## config.mk

```make
export PLATFORM = sky130hd
export DESIGN_NAME = vrc_top
export DESIGN_NICKNAME = d
export VERILOG_FILES = /design/src/inc/vrc_pkg.sv /design/src/vrc_top.sv /design/src/vrc_settle.sv /design/src/vrc_axi_slave.sv
export SDC_FILE = /design/constraint.sdc
export NUM_CORES = 1
export LEC_CHECK = 0
export BUFFER_PORTS_ARGS = -buffer_cell sky130_fd_sc_hd__buf_2
export CORE_ASPECT_RATIO = 0.8
export CORE_MARGIN = 4
export CORE_UTILIZATION = 51
export CTS_CLUSTER_DIAMETER = 50
export DETAILED_ROUTE_END_ITERATION = 6
export PLACE_DENSITY = 0.79
export SYNTH_ARGS = -nofsm -noshare
export SYNTH_HDL_FRONTEND = slang
export SYNTH_SLANG_ARGS = --single-unit
```

## constraint.sdc

```tcl
create_clock -name clk_sys_in -period 2 [get_ports clk_sys_in]
set_clock_uncertainty 0.1 [all_clocks]
set_input_delay 0.3 -clock clk_sys_in [delete_from_list [all_inputs] [get_ports clk_sys_in]]
set_output_delay 0.3 -clock clk_sys_in [all_outputs]
set_load 0.05 [all_outputs]
```

## src/inc/vrc_pkg.sv

```systemverilog
// package for the voltage reference control block
// assumes a 125 MHz system clock and an axi4-lite register bus
package vrc_pkg;
  // register byte offsets
  localparam logic [3:0] ADDR_CONTROL = 4'h0;
  localparam logic [3:0] ADDR_STATUS = 4'h4;
  localparam logic [3:0] ADDR_MASK = 4'h8;
  // control field positions
  localparam int BIT_ENABLE = 7;
  localparam int BIT_READY = 6;
  localparam int BIT_TEMP_EN = 5;
  localparam int BIT_TEMP_RNG = 4;
  localparam int BIT_CMP_GAIN = 2;
  localparam int BIT_ADC_GAIN = 0;
  // reset values
  localparam logic [7:0] CONTROL_RESET = 8'h00;
  localparam logic [1:0] STATUS_RESET = 2'h0;
  localparam logic [1:0] MASK_RESET = 2'h0;
  // status bit positions
  localparam int EVT_READY_RISE = 0;
  localparam int EVT_READY_FALL = 1;
  // settle timing
  localparam int SETTLE_TIME_NS = 25000;
  localparam int CLK_PERIOD_NS = 8;
  localparam int SETTLE_CYCLES = (SETTLE_TIME_NS + CLK_PERIOD_NS - 1)
                                 / CLK_PERIOD_NS;
  localparam int SETTLE_WIDTH = 16;
  // axi responses
  localparam logic [1:0] RESP_OKAY = 2'h0;
  localparam logic [1:0] RESP_SLVERR = 2'h2;

  typedef enum logic [1:0] {
    GAIN_OFF = 2'h0,
    GAIN_1X = 2'h1,
    GAIN_2X = 2'h2,
    GAIN_4X = 2'h3
  } vrc_gain_t;

  typedef struct packed {
    logic ref_on;
    logic temp_on;
    logic temp_high_range;
    logic [2:0] cmp_gain_onehot;
    logic [2:0] adc_gain_onehot;
  } vrc_analog_t;

  typedef struct packed {
    logic [3:0] awaddr;
    logic awvalid;
    logic [31:0] wdata;
    logic [3:0] wstrb;
    logic wvalid;
    logic bready;
    logic [3:0] araddr;
    logic arvalid;
    logic rready;
  } vrc_axi_req_t;

  typedef struct packed {
    logic awready;
    logic wready;
    logic [1:0] bresp;
    logic bvalid;
    logic arready;
    logic [31:0] rdata;
    logic [1:0] rresp;
    logic rvalid;
  } vrc_axi_rsp_t;

  // gain field to one-hot buffer setting, off gives all zero
  function automatic logic [2:0] vrc_gain_decode(input logic [1:0] sel);
    logic [2:0] res;
    res = 3'h0;
    case (sel)
      GAIN_1X: res = 3'h1;
      GAIN_2X: res = 3'h2;
      GAIN_4X: res = 3'h4;
      default: res = 3'h0;
    endcase
    return res;
  endfunction
endpackage

```

## src/vrc_top.sv

```systemverilog
// voltage reference control register bank with axi4-lite access
// assumes one 125 MHz clock and an asynchronous active-low reset
//
// Functional notes
// - setting control bit 7 turns the reference on, clearing it off.
// - the ready flag in bit 6 sets only after the reference has settled.
// - the ready flag reads zero while disabled or still settling.
// - bits 3-2 set the comparator and dac buffer: off, 1x, 2x or 4x.
// - bits 1-0 set the converter buffer: off, 1x, 2x or 4x.
// - the two gain paths are set independently of each other.
// - bit 5 turns the temperature indicator on while one.
// - bit 4 picks the high range when one, the low range when zero.
// - all writable control bits reset to zero; ready is read-only.
// - on the always-ready variant the ready flag reads one always.
//
// Implementation choices: the register offsets and the AXI4-Lite register port.
module vrc_top
  import vrc_pkg::*;
#(
  parameter logic ALWAYS_READY = 1'b0
)(
  input wire logic clk_sys_in,
  input wire logic resetn_in,
  input wire vrc_axi_req_t axi_req_in,
  output vrc_axi_rsp_t axi_rsp_out,
  output vrc_analog_t analog_out,
  output logic irq_out
);
  typedef struct packed {
    logic [7:0] control;
    logic [1:0] status;
    logic [1:0] mask;
    logic ready_q;
    vrc_analog_t analog;
    logic irq;
  } vrc_top_state_t;

  vrc_top_state_t state_ff;
  vrc_top_state_t nxt_state;
  logic wr_en;
  logic [3:0] wr_addr;
  logic [31:0] wr_data;
  logic [3:0] wr_strb;
  logic rd_en;
  logic [3:0] rd_addr;
  logic [31:0] rd_data;
  logic rd_err;
  logic wr_err;
  logic settle_ready;
  logic ready_flag;
  logic [7:0] control_view;
  logic [1:0] events;

  vrc_axi_slave u_axi (
    .clk_sys_in(clk_sys_in),
    .resetn_in(resetn_in),
    .axi_req_in(axi_req_in),
    .axi_rsp_out(axi_rsp_out),
    .wr_en_out(wr_en),
    .wr_addr_out(wr_addr),
    .wr_data_out(wr_data),
    .wr_strb_out(wr_strb),
    .rd_en_out(rd_en),
    .rd_addr_out(rd_addr),
    .rd_data_in(rd_data),
    .rd_err_in(rd_err),
    .wr_err_in(wr_err)
  );

  vrc_settle u_settle (
    .clk_sys_in(clk_sys_in),
    .resetn_in(resetn_in),
    .enable_in(state_ff.control[BIT_ENABLE]),
    .ready_out(settle_ready)
  );

  assign ready_flag = ALWAYS_READY | settle_ready;

  always_comb begin
    control_view = state_ff.control;
    control_view[BIT_READY] = ready_flag;
  end

  // ready edges feed the sticky status bits
  assign events[EVT_READY_RISE] = ready_flag && !state_ff.ready_q;
  assign events[EVT_READY_FALL] = !ready_flag && state_ff.ready_q;

  always_comb begin
    rd_data = 32'h0;
    rd_err = 1'b0;
    case (rd_addr)
      ADDR_CONTROL: rd_data = {24'h0, control_view};
      ADDR_STATUS: rd_data = {30'h0, state_ff.status};
      ADDR_MASK: rd_data = {30'h0, state_ff.mask};
      default: rd_err = 1'b1;
    endcase
  end

  always_comb begin
    case (wr_addr)
      ADDR_CONTROL: wr_err = 1'b0;
      ADDR_STATUS: wr_err = 1'b0;
      ADDR_MASK: wr_err = 1'b0;
      default: wr_err = 1'b1;
    endcase
  end

  always_comb begin
    nxt_state = state_ff;
    nxt_state.ready_q = ready_flag;
    if (wr_en && wr_strb[0] && wr_addr == ADDR_CONTROL) begin
      // ready bit is not writable
      nxt_state.control = wr_data[7:0];
      nxt_state.control[BIT_READY] = 1'b0;
    end
    if (wr_en && wr_strb[0] && wr_addr == ADDR_MASK) begin
      nxt_state.mask = wr_data[1:0];
    end
    // read clears status; a new event in the same cycle wins
    if (rd_en && rd_addr == ADDR_STATUS) begin
      nxt_state.status = 2'h0;
    end
    nxt_state.status = nxt_state.status | events;
    nxt_state.analog.ref_on = state_ff.control[BIT_ENABLE];
    nxt_state.analog.temp_on = state_ff.control[BIT_TEMP_EN];
    nxt_state.analog.temp_high_range =
      state_ff.control[BIT_TEMP_RNG];
    nxt_state.analog.cmp_gain_onehot = vrc_gain_decode(
      state_ff.control[BIT_CMP_GAIN +: 2]);
    nxt_state.analog.adc_gain_onehot = vrc_gain_decode(
      state_ff.control[BIT_ADC_GAIN +: 2]);
    nxt_state.irq = |(state_ff.status & state_ff.mask);
  end

  always_ff @(posedge clk_sys_in or negedge resetn_in) begin
    if (!resetn_in) begin
      state_ff.control <= CONTROL_RESET;
      state_ff.status <= STATUS_RESET;
      state_ff.mask <= MASK_RESET;
      state_ff.ready_q <= 1'b0;
      state_ff.analog <= '0;
      state_ff.irq <= 1'b0;
    end else begin
      state_ff <= nxt_state;
    end
  end

  assign analog_out = state_ff.analog;
  assign irq_out = state_ff.irq;
endmodule

```

## src/vrc_settle.sv

```systemverilog
// settle counter for the fixed reference
// assumes enable comes from logic on the same clock
module vrc_settle
  import vrc_pkg::*;
(
  input wire logic clk_sys_in,
  input wire logic resetn_in,
  input wire logic enable_in,
  output logic ready_out
);
  typedef struct packed {
    logic [SETTLE_WIDTH-1:0] count;
    logic ready;
  } vrc_settle_state_t;

  vrc_settle_state_t state_ff;
  vrc_settle_state_t nxt_state;

  always_comb begin
    nxt_state = state_ff;
    if (!enable_in) begin
      nxt_state.count = '0;
      nxt_state.ready = 1'b0;
    end else if (state_ff.count ==
                 SETTLE_WIDTH'(SETTLE_CYCLES - 1)) begin
      nxt_state.ready = 1'b1;
    end else begin
      nxt_state.count = state_ff.count + SETTLE_WIDTH'(1);
    end
  end

  always_ff @(posedge clk_sys_in or negedge resetn_in) begin
    if (!resetn_in) begin
      state_ff <= '0;
    end else begin
      state_ff <= nxt_state;
    end
  end

  assign ready_out = state_ff.ready;
endmodule

```

## src/vrc_axi_slave.sv

```systemverilog
// axi4-lite slave front end, one write and one read at a time
// assumes the register core answers reads in the same cycle
module vrc_axi_slave
  import vrc_pkg::*;
(
  input wire logic clk_sys_in,
  input wire logic resetn_in,
  input wire vrc_axi_req_t axi_req_in,
  output vrc_axi_rsp_t axi_rsp_out,
  output logic wr_en_out,
  output logic [3:0] wr_addr_out,
  output logic [31:0] wr_data_out,
  output logic [3:0] wr_strb_out,
  output logic rd_en_out,
  output logic [3:0] rd_addr_out,
  input wire logic [31:0] rd_data_in,
  input wire logic rd_err_in,
  input wire logic wr_err_in
);
  typedef struct packed {
    logic aw_got;
    logic w_got;
    logic [3:0] awaddr;
    logic [31:0] wdata;
    logic [3:0] wstrb;
    logic bvalid;
    logic [1:0] bresp;
    logic rvalid;
    logic [31:0] rdata;
    logic [1:0] rresp;
  } vrc_axi_state_t;

  vrc_axi_state_t state_ff;
  vrc_axi_state_t nxt_state;
  logic aw_take;
  logic w_take;
  logic ar_take;
  logic do_write;

  assign aw_take = axi_req_in.awvalid && !state_ff.aw_got
                   && !state_ff.bvalid;
  assign w_take = axi_req_in.wvalid && !state_ff.w_got && !state_ff.bvalid;
  assign ar_take = axi_req_in.arvalid && !state_ff.rvalid;
  assign do_write = state_ff.aw_got && state_ff.w_got && !state_ff.bvalid;

  always_comb begin
    nxt_state = state_ff;
    if (aw_take) begin
      nxt_state.aw_got = 1'b1;
      nxt_state.awaddr = axi_req_in.awaddr;
    end
    if (w_take) begin
      nxt_state.w_got = 1'b1;
      nxt_state.wdata = axi_req_in.wdata;
      nxt_state.wstrb = axi_req_in.wstrb;
    end
    if (do_write) begin
      nxt_state.aw_got = 1'b0;
      nxt_state.w_got = 1'b0;
      nxt_state.bvalid = 1'b1;
      nxt_state.bresp = wr_err_in ? RESP_SLVERR : RESP_OKAY;
    end else if (state_ff.bvalid && axi_req_in.bready) begin
      nxt_state.bvalid = 1'b0;
    end
    if (ar_take) begin
      nxt_state.rvalid = 1'b1;
      nxt_state.rdata = rd_data_in;
      nxt_state.rresp = rd_err_in ? RESP_SLVERR : RESP_OKAY;
    end else if (state_ff.rvalid && axi_req_in.rready) begin
      nxt_state.rvalid = 1'b0;
    end
  end

  always_ff @(posedge clk_sys_in or negedge resetn_in) begin
    if (!resetn_in) begin
      state_ff <= '0;
    end else begin
      state_ff <= nxt_state;
    end
  end

  assign wr_en_out = do_write;
  assign wr_addr_out = state_ff.awaddr;
  assign wr_data_out = state_ff.wdata;
  assign wr_strb_out = state_ff.wstrb;
  assign rd_en_out = ar_take;
  assign rd_addr_out = axi_req_in.araddr;

  always_comb begin
    axi_rsp_out.awready = aw_take;
    axi_rsp_out.wready = w_take;
    axi_rsp_out.bvalid = state_ff.bvalid;
    axi_rsp_out.bresp = state_ff.bresp;
    axi_rsp_out.arready = ar_take;
    axi_rsp_out.rvalid = state_ff.rvalid;
    axi_rsp_out.rdata = state_ff.rdata;
    axi_rsp_out.rresp = state_ff.rresp;
  end
endmodule

```

* After elaboration in Yosys (flattened, before gate mapping)
Cells that the tools add are included.
Storage, ports and cells: register bits 92, input bits 51, output and inout port bits 51, logic and storage cells 84
Cells by class: add/subtract/negate cells 1, equal/unequal tests 13, multiplexer cells 16, bitwise operators 2, reductions and logical operators 30
Operators with widths (number):
- $pmux 8 s3 | 1
- $pmux 3 s3 | 2
- $mux 17 | 1
- $add 16x1->16 const B | 1
- $eq 16x12->1 const B | 1
- $mux 16 | 1
- $logic_and 1x1->1 | 15
- $eq 2x2->1 const B | 4
- $eq 4x3->1 const B | 2
- $eq 4x4->1 const B | 2
- $logic_not 4->1 | 2
- $mux 2 | 4
- $reduce_bool 2->1 | 4
- $mux 1 | 7
- $logic_not 1->1 | 6
- $reduce_or 3->1 | 2
- $eq 2x1->1 const B | 2
- $and 2x2->2 | 1
- $ne 2x1->1 const B | 1
- $ne 2x2->1 const B | 1
- $or 2x2->2 | 1
- $reduce_or 2->1 | 1

* Logic depth before layout (Yosys ltp)
Gate-level depths: netlist of run 1.
word-level depth 5, depth in mapped cells 6

* By module
Synthesis of run 1 repeated with hierarchy kept, for this count alone.
Second synthesis, totals: cell total of the unflattened synthesis 424, area total of the unflattened synthesis 5619.1 µm²
By module, submodules not included:
- vrc_axi_slave | instances 1, cells an instance 259, area each 3731.1 µm², seq. area each 1951.9 µm²
- vrc_top | instances 1, cells an instance 77, area each 967.2 µm², seq. area each 550.5 µm²
- vrc_settle | instances 1, cells an instance 88, area each 920.9 µm², seq. area each 425.4 µm²

* Worst setup path before layout of run 1
OpenSTA, ideal clock, no wires.
path kind register -> register, from register u_axi.state_ff (netlist bit u_axi.axi_rsp_out[36]), to register state_ff (netlist bit control_view[0]), library setup time 0.125 ns, data arrival time 1.353 ns, required time 1.775 ns, slack 0.422 ns, stages on the path, launching flop included 6, buffers on the path 1, path through dfrtp_1 > nand3b_4 > nor3_2 > and4bb_1 > buf_4 > mux2_2
On the way: longest elaborated chain between the ends 4
RTL lines:
- from (decl) | RTL line vrc_axi_slave.sv:33 | vrc_axi_state_t state_ff;
- from (signal assigned) | RTL line vrc_axi_slave.sv:78 | state_ff <= nxt_state;
- $logic_not 1->1 | RTL line vrc_axi_slave.sv:44 | assign do_write = state_ff.aw_got && state_ff.w_got && !state_ff.bvalid;
- $logic_and 1x1->1 | RTL line vrc_axi_slave.sv:44
- $logic_and 1x1->1 (2 in series) | RTL line vrc_top.sv:111 | if (wr_en && wr_strb[0] && wr_addr == ADDR_CONTROL) begin
- to (signal assigned) | RTL line vrc_top.sv:144 | state_ff <= nxt_state;
- to (decl) | RTL line vrc_top.sv:38 | vrc_top_state_t state_ff;
No other way between the ends. A chain may end at the register's enable or synchronous reset.

==> results of run 1 <==
[layout make-up]
cell class                      count  area [µm²]  share of cell area
Tap cell                           81         101              0.0295
Sequential cell                    65        1630               0.473
Inverter                            7        26.3             0.00764
Multi-Input combinational cell    153        1150               0.333
Clock buffer                       12         165              0.0480
Clock inverter                      4        73.8              0.0215
Timing Repair Buffer               53         300              0.0873
[critical path, delay by kind of cell, from the launching register on]
family | cells | cell delay (ns)
buffers and inverters | 2 | 0.47
DFF | 1 | 0.37
and+or+nand+nor | 1 | 0.34
[power by group through the flow]
| stage | registers (mW) | logic [mW] | clock network [mW] |
|---|---|---|---|
| after floorplan | 1.83 | 1.06 | 0 |
| after global routing | 1.93 | 1.22 | 1.38 |
| after CTS | 1.87 | 1.14 | 1.31 |
| final | 1.87 | 1.15 | 1.28 |
| after detailed placement | 1.89 | 1.13 | 0 |
| after global placement | 1.87 | 1.11 | 0 |
[final timing paths]
| path | to | depth (start not counted) | start | slack [ns] |
|---|---|---|---|---|
| max | axi_rsp_out[40] | 3 | u_axi.axi_rsp_out[36]$_DFFE_PN0P_ | 0.07 |
| min | u_axi.axi_rsp_out[36]$_DFFE_PN0P_ | 2 | axi_req_in[6] | 0.04 |
| max reg2reg | control_view[1]$_DFFE_PN0P_ | 4 | u_axi.state_ff[79]$_DFFE_PN0P_ | 0.20 |
| min reg2reg | state_ff[10]$_DFF_PN0_ | 0 | u_settle.ready_out$_DFFE_PN0P_ | 0.31 |
| max in group asynchronous | u_settle.state_ff[14]$_DFFE_PN0P_ | 3 | resetn_in | 1.13 |
| min in group asynchronous | analog_out[5]$_DFF_PN0_ | 3 | resetn_in | 0.40 |
[what timing repair did]
| action | 4_1_cts | 5_1_grt |
|---|---|---|
| resized for setup | 1 | 3 |
| setup endpoints to repair | 1 | 2 |
| hold buffers | 1 | 0 |
| hold endpoints to repair | 65 | 0 |
[metrics by stage]
stage / instances / utilization / hold WS (ns) / setup slack [ns] / instance area [µm²]
floorplan: 284 / - / -0.0956 / 0.422 / 3210
global route: 375 / 0.582 / 0.0369 / 0.0105 / 3440
CTS: 375 / 0.580 / 0.0302 / 0.0443 / 3430
global placement: 358 / 0.537 / 0.243 / 0.268 / 3180
detailed placement: 358 / 0.537 / 0.241 / 0.218 / 3180
finish: 375 / 0.582 / 0.0431 / 0.0745 / 3440
[cell usage in the layout (no fill, tap or decap), types with 3 or more instances in the layout]
cell type,n
mux2i_1,4
mux2_2,21
buf_2,45
and2_1,13
nor2b_1,7
nand2_1,9
a22o_1,10
inv_1,7
conb_1,26
clkbuf_8,12
dfrtp_1,65
o21ai_0,8
nand3_1,4
and4_1,3
buf_4,4
nand4_1,5
xnor2_1,10
[routing by layer]
| metal | GRT usage | wire (µm) | up-vias | share of wire |
|---|---|---|---|---|
| met5 | 0 | 0 | - | 0 |
| met4 | 0.0793 | 127 | 0 | 0.025 |
| met3 | 0.0601 | 381 | 13 | 0.074 |
| met2 | 0.229 | 2390 | 64 | 0.46 |
| met1 | 0.191 | 2240 | 904 | 0.44 |
| li1 | - | - | 874 | - |
[state kept, by name (all words and copies together), names as in the netlist]
register,flops
u_axi.state_ff,2
u_axi.axi_rsp_out,12
u_settle.ready_out,1
analog_out,9
u_axi.wr_strb_out,1
control_view,7
u_axi.wr_data_out,7
state_ff,5
u_axi.wr_addr_out,4
u_settle.state_ff,16
irq_out,1
[cell families after synthesis]
group,count (synthesis),synth area share
and+or+nand+nor,61,0.139
muxes,25,0.0888
adders and majority gates,2,0.00803
DFF,65,0.522
AOI/OAI and AO/OA,28,0.0667
buffers and inverters,66,0.143
xor gates and xnor gates,11,0.0309
other,1,0.00120
==> qor.csv, run 1 <==
metric,value,unit
status,"complete, no violations",
fp.dieH,77.9,µm
ir_drop,0.799,mV
cts.sinks,65,
slowest_delay,0.37,ns
power_switching,1.45,mW
p_int,2.86,mW
first_pass_iters,4,
post-cts-setup-buffers,0,
areaGrowthSynthToFinish,10.5,%
grt_overflow_total,0,
cp_max_fo,6,
htreeDepth,3,
grt_pass1_wl,8560,µm
clkTransAtPathRegs,0.07,ns
hold_viol,0,
hold_class,in -> reg,
ant_nets,0,
vias,1855,
diodes,0,
setup.worst_path.end_class,output pin,
drive_gt1_frac,0.337,
ys_seq_area_frac,0.522,
pwr-share-seq,0.435,
post-route-min-period,1.93,ns
layout.nets,342,
rsz0062_at_grt,false,
cp-start-kind,register,
crit_type,reg -> out,
synth_warnings,0,
crit_required,1.60,ns
initial_core_util,0.527,
tightest_slew,0.503,ns
clock_path_buffers,2,
syn_area,3110,µm²
avgRoutedWirePerCell,13.7,µm
syn_inst,259,
power_leakage,1.74,nW
clkLatencyLatePin,0.34,ns
synth_top_area_cell,dfrtp_1,
async_flop_share,1.00,
path_cells,buf_4 > nor3b_4 > clkbuf_4,
fin_tns_setup,0,ns
ys_types,43,
arrival,1.53,ns
p_sw_frac,0.336,
synth_edf_count,0,
rows,25,
pwr-share-clk,0.298,
cts-buffers-inserted,9,
max_clock_freq,519,MHz
fillers,490,
numPortBuffers,47,
comb_power_share,0.266,
setup_viol,0,
root_buffer,clkbuf_8,
gp_congestion,0.776,
grt_pass1_vias,1786,
synthDominantCellAreaShare,0.522,
core,5910,µm²
power,4.30,mW
synth_area_per_cell,12.0,µm²
ys_top_cells_by_area,"dfrtp_1 52%, buf_4 12%, mux2_2 7.6%",
grt_max_degree,66,
synth_flop_cell,dfrtp_1,
track_usage,0.154,
boundaryPins,102,
yosysMostFrequentCell,dfrtp_1,
fp.dieW,95.4,µm
max-cap-violations,0,
routed_wl,5140,µm
dp_hpwl,3560,µm
routed_via_density,4.95,
cts_tree,built,
route.detailed.drc,0,
p_per_area,1250,nW/µm²
synth_common_cells,"65 x dfrtp_1, 51 x buf_4, 21 x mux2_2",
maxSlewHeadroom,0.664,
slew_violations,0,
initialDrtViolationCount,111,
die_area,7430,µm²
synth-seq-cells,65,
fin_crit_sh,0.963,
antenna_found_initial,0,
crit_slowest_cell,dfrtp_1,
Note: power is estimated with default switching activity, not from simulation.
==> inputs of run 2 (changes only) <==
--- a/config.mk
+++ b/config.mk
@@ -8,10 +8,10 @@
 export BUFFER_PORTS_ARGS = -buffer_cell sky130_fd_sc_hd__buf_2
 export CORE_ASPECT_RATIO = 0.8
 export CORE_MARGIN = 4
-export CORE_UTILIZATION = 51
+export CORE_UTILIZATION = 54
 export CTS_CLUSTER_DIAMETER = 50
 export DETAILED_ROUTE_END_ITERATION = 6
-export PLACE_DENSITY = 0.79
+export PLACE_DENSITY = 0.83
 export SYNTH_ARGS = -nofsm -noshare
 export SYNTH_HDL_FRONTEND = slang
 export SYNTH_SLANG_ARGS = --single-unit
==> constraint.sdc (replaced) <==
create_clock -name clk_sys_in -period 2.5 [get_ports clk_sys_in]
set_clock_uncertainty 0.1 [all_clocks]
set_input_delay 0.375 -clock clk_sys_in [delete_from_list [all_inputs] [get_ports clk_sys_in]]
set_output_delay 0.375 -clock clk_sys_in [all_outputs]
set_load 0.05 [all_outputs]
==> run 2 against run 1 <==
Net effect:
- non-clock buffer count shrank 1
- critical endpoint unchanged
- critical path type unchanged
- flip-flop and latch count unchanged
- largest cell class unchanged
- final cell count decreased by 1.3%
==> qor.csv, run 2 (synthesized netlist as in run 1, its figures left out) <==
metric,value,unit,change
boundaryPins,102,,unchanged
crit_slowest_cell,dfrtp_1,,
reg2reg_from,u_axi.axi_rsp_out[36]$_DFFE_PN0P_,,
endpoint,axi_rsp_out[40],,
areaGrowthSynthToFinish,6.63,%,
top_register,u_settle.state_ff,,
cp-start-kind,register,,
track_usage,0.163,,+0.00973
rr_worst_depth,4,,unchanged
cp.buffers_inverters,1,,-1
hold_viol,0,,unchanged
clkTransAtPathRegs,0.07,ns,about the same
mostFrequentLayoutCell,dfrtp_1,,
largest_reg_flops,16,,unchanged
antenna_found_initial,0,,unchanged
max_clock_freq,495,MHz,
cp-startpoint,u_axi.axi_rsp_out[36]$_DFFE_PN0P_,,
fin_crit_sh,0.808,,
path_cells,nor3b_2 > buf_2,,
power_leakage,1.68,nW,-3.1%
root_buffer,clkbuf_8,,
post-route-min-period,2.02,ns,
cp_max_fo,6,,unchanged
fin_tns_setup,0,ns,unchanged
cts_hold_buf,1,,unchanged
final_util,0.601,,+0.0190
first_pass_iters,4,,unchanged
status,"complete, no violations",,
timing.rr.end,control_view[1]$_DFFE_PN0P_,,
crit_required,2.03,ns,+0.43 ns
crit_type,reg -> out,,
rsz0062_at_grt,false,,
initial_core_util,0.564,,+0.0369
r2r_slack,0.61,ns,+0.41 ns
grt_max_degree,30,,-55%
p_per_area,936,nW/µm²,-25%
vias,1828,,-1.5%
seqCellArea,1630,µm²,unchanged
maxSlewHeadroom,0.571,,-0.0930
ant_nets,0,,unchanged
gp_congestion,0.774,,-0.30%
top_layer_used,met4,,
diodes,0,,unchanged
avgRoutedWirePerCell,14.3,µm,+4.1%
cts-buffers-inserted,9,,unchanged
cts.sinks,65,,unchanged
max-cap-violations,0,,unchanged
route.detailed.drc,0,,unchanged
clock_path_buffers,2,,unchanged
rows,24,,-4.0%
ir_drop,0.642,mV,-20%
die_area,7050,µm²,-5.0%
grt_overflow_total,0,,unchanged
dr_wl_met2,2570,µm,+7.5%
routed_wl,5280,µm,+2.7%
slowest_delay,0.44,ns,+0.07 ns
fp.dieH,75.9,µm,-2.5%
setup_viol,0,,unchanged
core,5530,µm²,-6.5%
critical_path_cell_count,2,,-1
fp.dieW,92.9,µm,-2.6%
cts_tree,built,,
multi_input_area,1140,µm²,-0.55%
initialDrtViolationCount,83,,-25%
cts_resized,0,,-1
dp_hpwl,3940,µm,+11%
hold_class,in -> reg,,
layout.nets,341,,-0.29%
fillers,448,,-8.6%
htreeDepth,3,,unchanged
arrival,1.54,ns,about the same
routed_via_density,4.94,,-0.12%
wl_met3,312,µm,-18%
setup.worst_path.end_class,output pin,,
final_cell_mix,"65 x dfrtp_1, 47 x buf_2, 26 x conb_1",,
post-cts-setup-buffers,0,,unchanged
cp_top_family,flip-flops,,
wl_met1,2300,µm,+2.4%
grt_pass1_vias,1839,,+3.0%
slew_violations,0,,unchanged
drive_gt1_frac,0.322,,-0.0148
numPortBuffers,47,,unchanged
clkLatencyLatePin,0.34,ns,about the same
tightest_slew,0.643,ns,+0.140 ns
grt_pass1_wl,8830,µm,+3.2%
-- run 2: worst min path at each step --
stage | from | endpoint | slack, ns | cells past startpoint
final | axi_req_in[6] | u_axi.axi_rsp_out[36]$_DFFE_PN0P_ | 0.12 | 2
after global routing | axi_req_in[6] | u_axi.axi_rsp_out[36]$_DFFE_PN0P_ | 0.12 | 2
after CTS | axi_req_in[6] | u_axi.axi_rsp_out[36]$_DFFE_PN0P_ | 0.11 | 2
after detailed placement | control_view[5]$_DFFE_PN0P_ | analog_out[7]$_DFF_PN0_ | 0.29 | 0
after global placement | control_view[4]$_DFFE_PN0P_ | analog_out[6]$_DFF_PN0_ | 0.28 | 0
after floorplan | resetn_in | analog_out[0]$_DFF_PN0_ | -0.02 | 0
-- run 2: layout make-up --
type | count | area share
Clock buffer | 12 | 0.0407
Clock inverter | 3 | 0.00565
Inverter | 7 | 0.00791
Sequential cell | 65 | 0.490
Tap cell | 78 | 0.0294
Multi-Input combinational cell | 153 | 0.344
Timing Repair Buffer | 52 | 0.0829
-- run 2: per-stage QoR --
| step | power, mW | setup slack (ns) | instance area, µm² | hold slack [ns] | instances |
|---|---|---|---|---|---|
| floorplan | 2.31 | 0.922 | 3210 | -0.0206 | 284 |
| global placement | 2.37 | 0.675 | 3160 | 0.282 | 354 |
| detailed placement | 2.42 | 0.622 | 3160 | 0.292 | 354 |
| CTS | 3.14 | 0.454 | 3320 | 0.105 | 370 |
| global route | 3.28 | 0.377 | 3320 | 0.123 | 370 |
| finish | 3.11 | 0.480 | 3320 | 0.120 | 370 |
-- run 2: where the power goes --
part           internal, mW  leakage, nW  switching, mW
Clock                 0.353       0.0802          0.365
Combinational         0.321        0.747          0.558
Sequential             1.30        0.857          0.212
Total                  1.97         1.68           1.14
-- run 2: metal layers --
| layer | vias to the layer above | GRT usage |
|---|---|---|
| li1 | 875 | - |
| met1 | 886 | 0.196 |
| met2 | 58 | 0.262 |
| met3 | 9 | 0.0485 |
| met4 | 0 | 0.0878 |
| met5 | - | 0 |
==> inputs of run 3 (changes only) <==
--- a/config.mk
+++ b/config.mk
@@ -8,10 +8,10 @@
 export BUFFER_PORTS_ARGS = -buffer_cell sky130_fd_sc_hd__buf_2
 export CORE_ASPECT_RATIO = 0.8
 export CORE_MARGIN = 4
-export CORE_UTILIZATION = 54
+export CORE_UTILIZATION = 51
 export CTS_CLUSTER_DIAMETER = 50
 export DETAILED_ROUTE_END_ITERATION = 6
-export PLACE_DENSITY = 0.83
+export PLACE_DENSITY = 0.79
 export SYNTH_ARGS = -nofsm -noshare
 export SYNTH_HDL_FRONTEND = slang
 export SYNTH_SLANG_ARGS = --single-unit
==> constraint.sdc (replaced) <==
create_clock -name clk_sys_in -period 2.07 [get_ports clk_sys_in]
set_clock_uncertainty 0.1 [all_clocks]
set_input_delay 0.3105 -clock clk_sys_in [delete_from_list [all_inputs] [get_ports clk_sys_in]]
set_output_delay 0.3105 -clock clk_sys_in [all_outputs]
set_load 0.05 [all_outputs]
==> run 3 against run 2 <==
Net effect:
- via count is essentially flat
- sequential share of layout area shrank 0.58 points
- flip-flop and latch count is the same
- power grew 24%
- non-clock buffer count is the same
- first-iteration DRC count grew 11%
- hold slack lost 0.064 ns
- combinational power grew 21%
- critical endpoint unchanged
- largest power group unchanged
==> qor.csv, run 3 (synthesized netlist as in run 1, its figures left out) <==
metric,value,unit,change
status,"complete, no violations",,
grt_pass1_wl,8360,µm,-5.3%
vias,1827,,-0.055%
dp_hpwl,3520,µm,-11%
root_buffer,clkbuf_8,,
track_usage,0.151,,-0.0123
reg2reg_from,u_axi.axi_rsp_out[36]$_DFFE_PN0P_,,
largest_reg_flops,16,,unchanged
pre_cts_ws,0.181,ns,-0.441 ns
rows,25,,+4.2%
initial_core_util,0.527,,-0.0369
timing.rr.end,control_view[1]$_DFFE_PN0P_,,
crit_type,reg -> out,,
cp-startpoint,u_axi.axi_rsp_out[36]$_DFFE_PN0P_,,
tightest_slew,0.504,ns,-0.140 ns
routed_via_density,4.91,,-0.59%
met3_usage,0.0562,,+0.00769
slowest_delay,0.43,ns,about the same
max-cap-violations,0,,unchanged
cts-buffers-inserted,9,,unchanged
cts_hold_buf,1,,unchanged
setup_viol,0,,unchanged
maxSlewHeadroom,0.664,,+0.0930
areaGrowthSynthToFinish,7.91,%,
final_cell_area,3360,µm²,+1.2%
top_register,u_settle.state_ff,,
cts_tree,built,,
hold_viol,0,,unchanged
fin_crit_sh,0.933,,
path_cells,nor3b_2 > buf_2,,
mostFrequentLayoutCell,dfrtp_1,,
final_cell_mix,"65 x dfrtp_1, 47 x buf_2, 26 x conb_1",,
r2r_slack,0.21,ns,-0.40 ns
core,5910,µm²,+7.0%
layout_setup_ws,0.139,ns,-0.341 ns
fp.dieH,77.9,µm,+2.6%
setup.worst_path.end_class,output pin,,
layout.nets,341,,unchanged
crit_required,1.66,ns,-0.37 ns
endpoint,axi_rsp_out[40],,
max_clock_freq,518,MHz,
rr_worst_depth,4,,unchanged
diodes,0,,unchanged
htreeDepth,3,,unchanged
cts_resized,0,,unchanged
power_leakage,1.70,nW,+1.2%
die_area,7430,µm²,+5.3%
ant_nets,0,,unchanged
grt_max_degree,66,,+120%
antenna_found_initial,0,,unchanged
crit_slowest_cell,dfrtp_1,,
arrival,1.52,ns,-0.02 ns
grt_util_met1,0.191,,-0.00542
met2_usage,0.222,,-0.0402
busiest_layer,met2,,
slew_violations,0,,unchanged
rsz0062_at_grt,false,,
gp_congestion,0.773,,about the same
hold_class,in -> reg,,
clock_path_buffers,2,,unchanged
initialDrtViolationCount,92,,+11%
post-route-min-period,1.93,ns,
dp_cells,357,,+0.85%
first_pass_iters,4,,unchanged
route.detailed.drc,0,,unchanged
cp_max_fo,6,,unchanged
cts.sinks,65,,unchanged
boundaryPins,102,,unchanged
avgRoutedWirePerCell,13.5,µm,-5.7%
numPortBuffers,47,,unchanged
cp-start-kind,register,,
dpl-instance-area,3170,µm²,+0.36%
grt_overflow_total,0,,unchanged
final_util,0.568,,-0.0325
fp.dieW,95.4,µm,+2.6%
fillers,496,,+11%
post-cts-setup-buffers,0,,unchanged
layout.cells.non_filler,372,,+0.54%
drive_gt1_frac,0.326,,+0.00454
fin_tns_setup,0,ns,unchanged
clkTransAtPathRegs,0.06,ns,about the same
grt_pass1_vias,1724,,-6.3%
routed_wl,5010,µm,-5.2%
ir_drop,0.776,mV,+21%
clkLatencyLatePin,0.33,ns,about the same
p_per_area,1150,nW/µm²,+23%
==> run 3: layer usage <==
layer	vias up	part of all wire
li1	869	-
met1	886	0.45
met2	61	0.46
met3	11	0.072
met4	0	0.024
met5	-	0
==> run 3: metrics by stage <==
stage | hold slack [ns] | power [mW]
after floorplan | -0.0851 | 2.79
after global placement | 0.254 | 2.86
after detailed placement | 0.253 | 2.90
after CTS | 0.0429 | 3.91
after global routing | 0.0477 | 4.08
final | 0.0558 | 3.86
==> run 3: worst min path at each step <==
stage,from,end,slack (ns),cells past startpoint
after floorplan,resetn_in,analog_out[0]$_DFF_PN0_,-0.09,0
after global placement,resetn_in,analog_out[4]$_DFF_PN0_,0.25,2
after detailed placement,resetn_in,analog_out[3]$_DFF_PN0_,0.25,2
after CTS,axi_req_in[6],u_axi.axi_rsp_out[36]$_DFFE_PN0P_,0.04,2
after global routing,axi_req_in[6],u_axi.axi_rsp_out[36]$_DFFE_PN0P_,0.05,2
final,axi_req_in[6],u_axi.axi_rsp_out[36]$_DFFE_PN0P_,0.06,2
==> run 3: final cells by class <==
type | instances | area, µm² | share of cell area
flip-flops and latches | 65 | 1630 | 0.484
inverters | 7 | 26.3 | 0.00782
clock inverters | 4 | 45.0 | 0.0134
repair buffers | 52 | 288 | 0.0856
well taps | 81 | 101 | 0.0302
multi-input cells | 153 | 1140 | 0.338
clock buffers | 10 | 138 | 0.0410
==> run 3: worst max-delay path, delay by kind of cell, from the launching register on <==
family                 cells  cell delay, ns
AND/OR/NAND/NOR            1            0.41
flip-flops                 1            0.43
buffers and inverters      1            0.35
==> run 3: where the power goes <==
group | internal [mW] | leakage, nW | total, mW | switching [mW]
sequential | 1.57 | 0.857 | 1.81 | 0.239
combinational | 0.394 | 0.749 | 1.06 | 0.663
clock | 0.568 | 0.0978 | 1.00 | 0.432
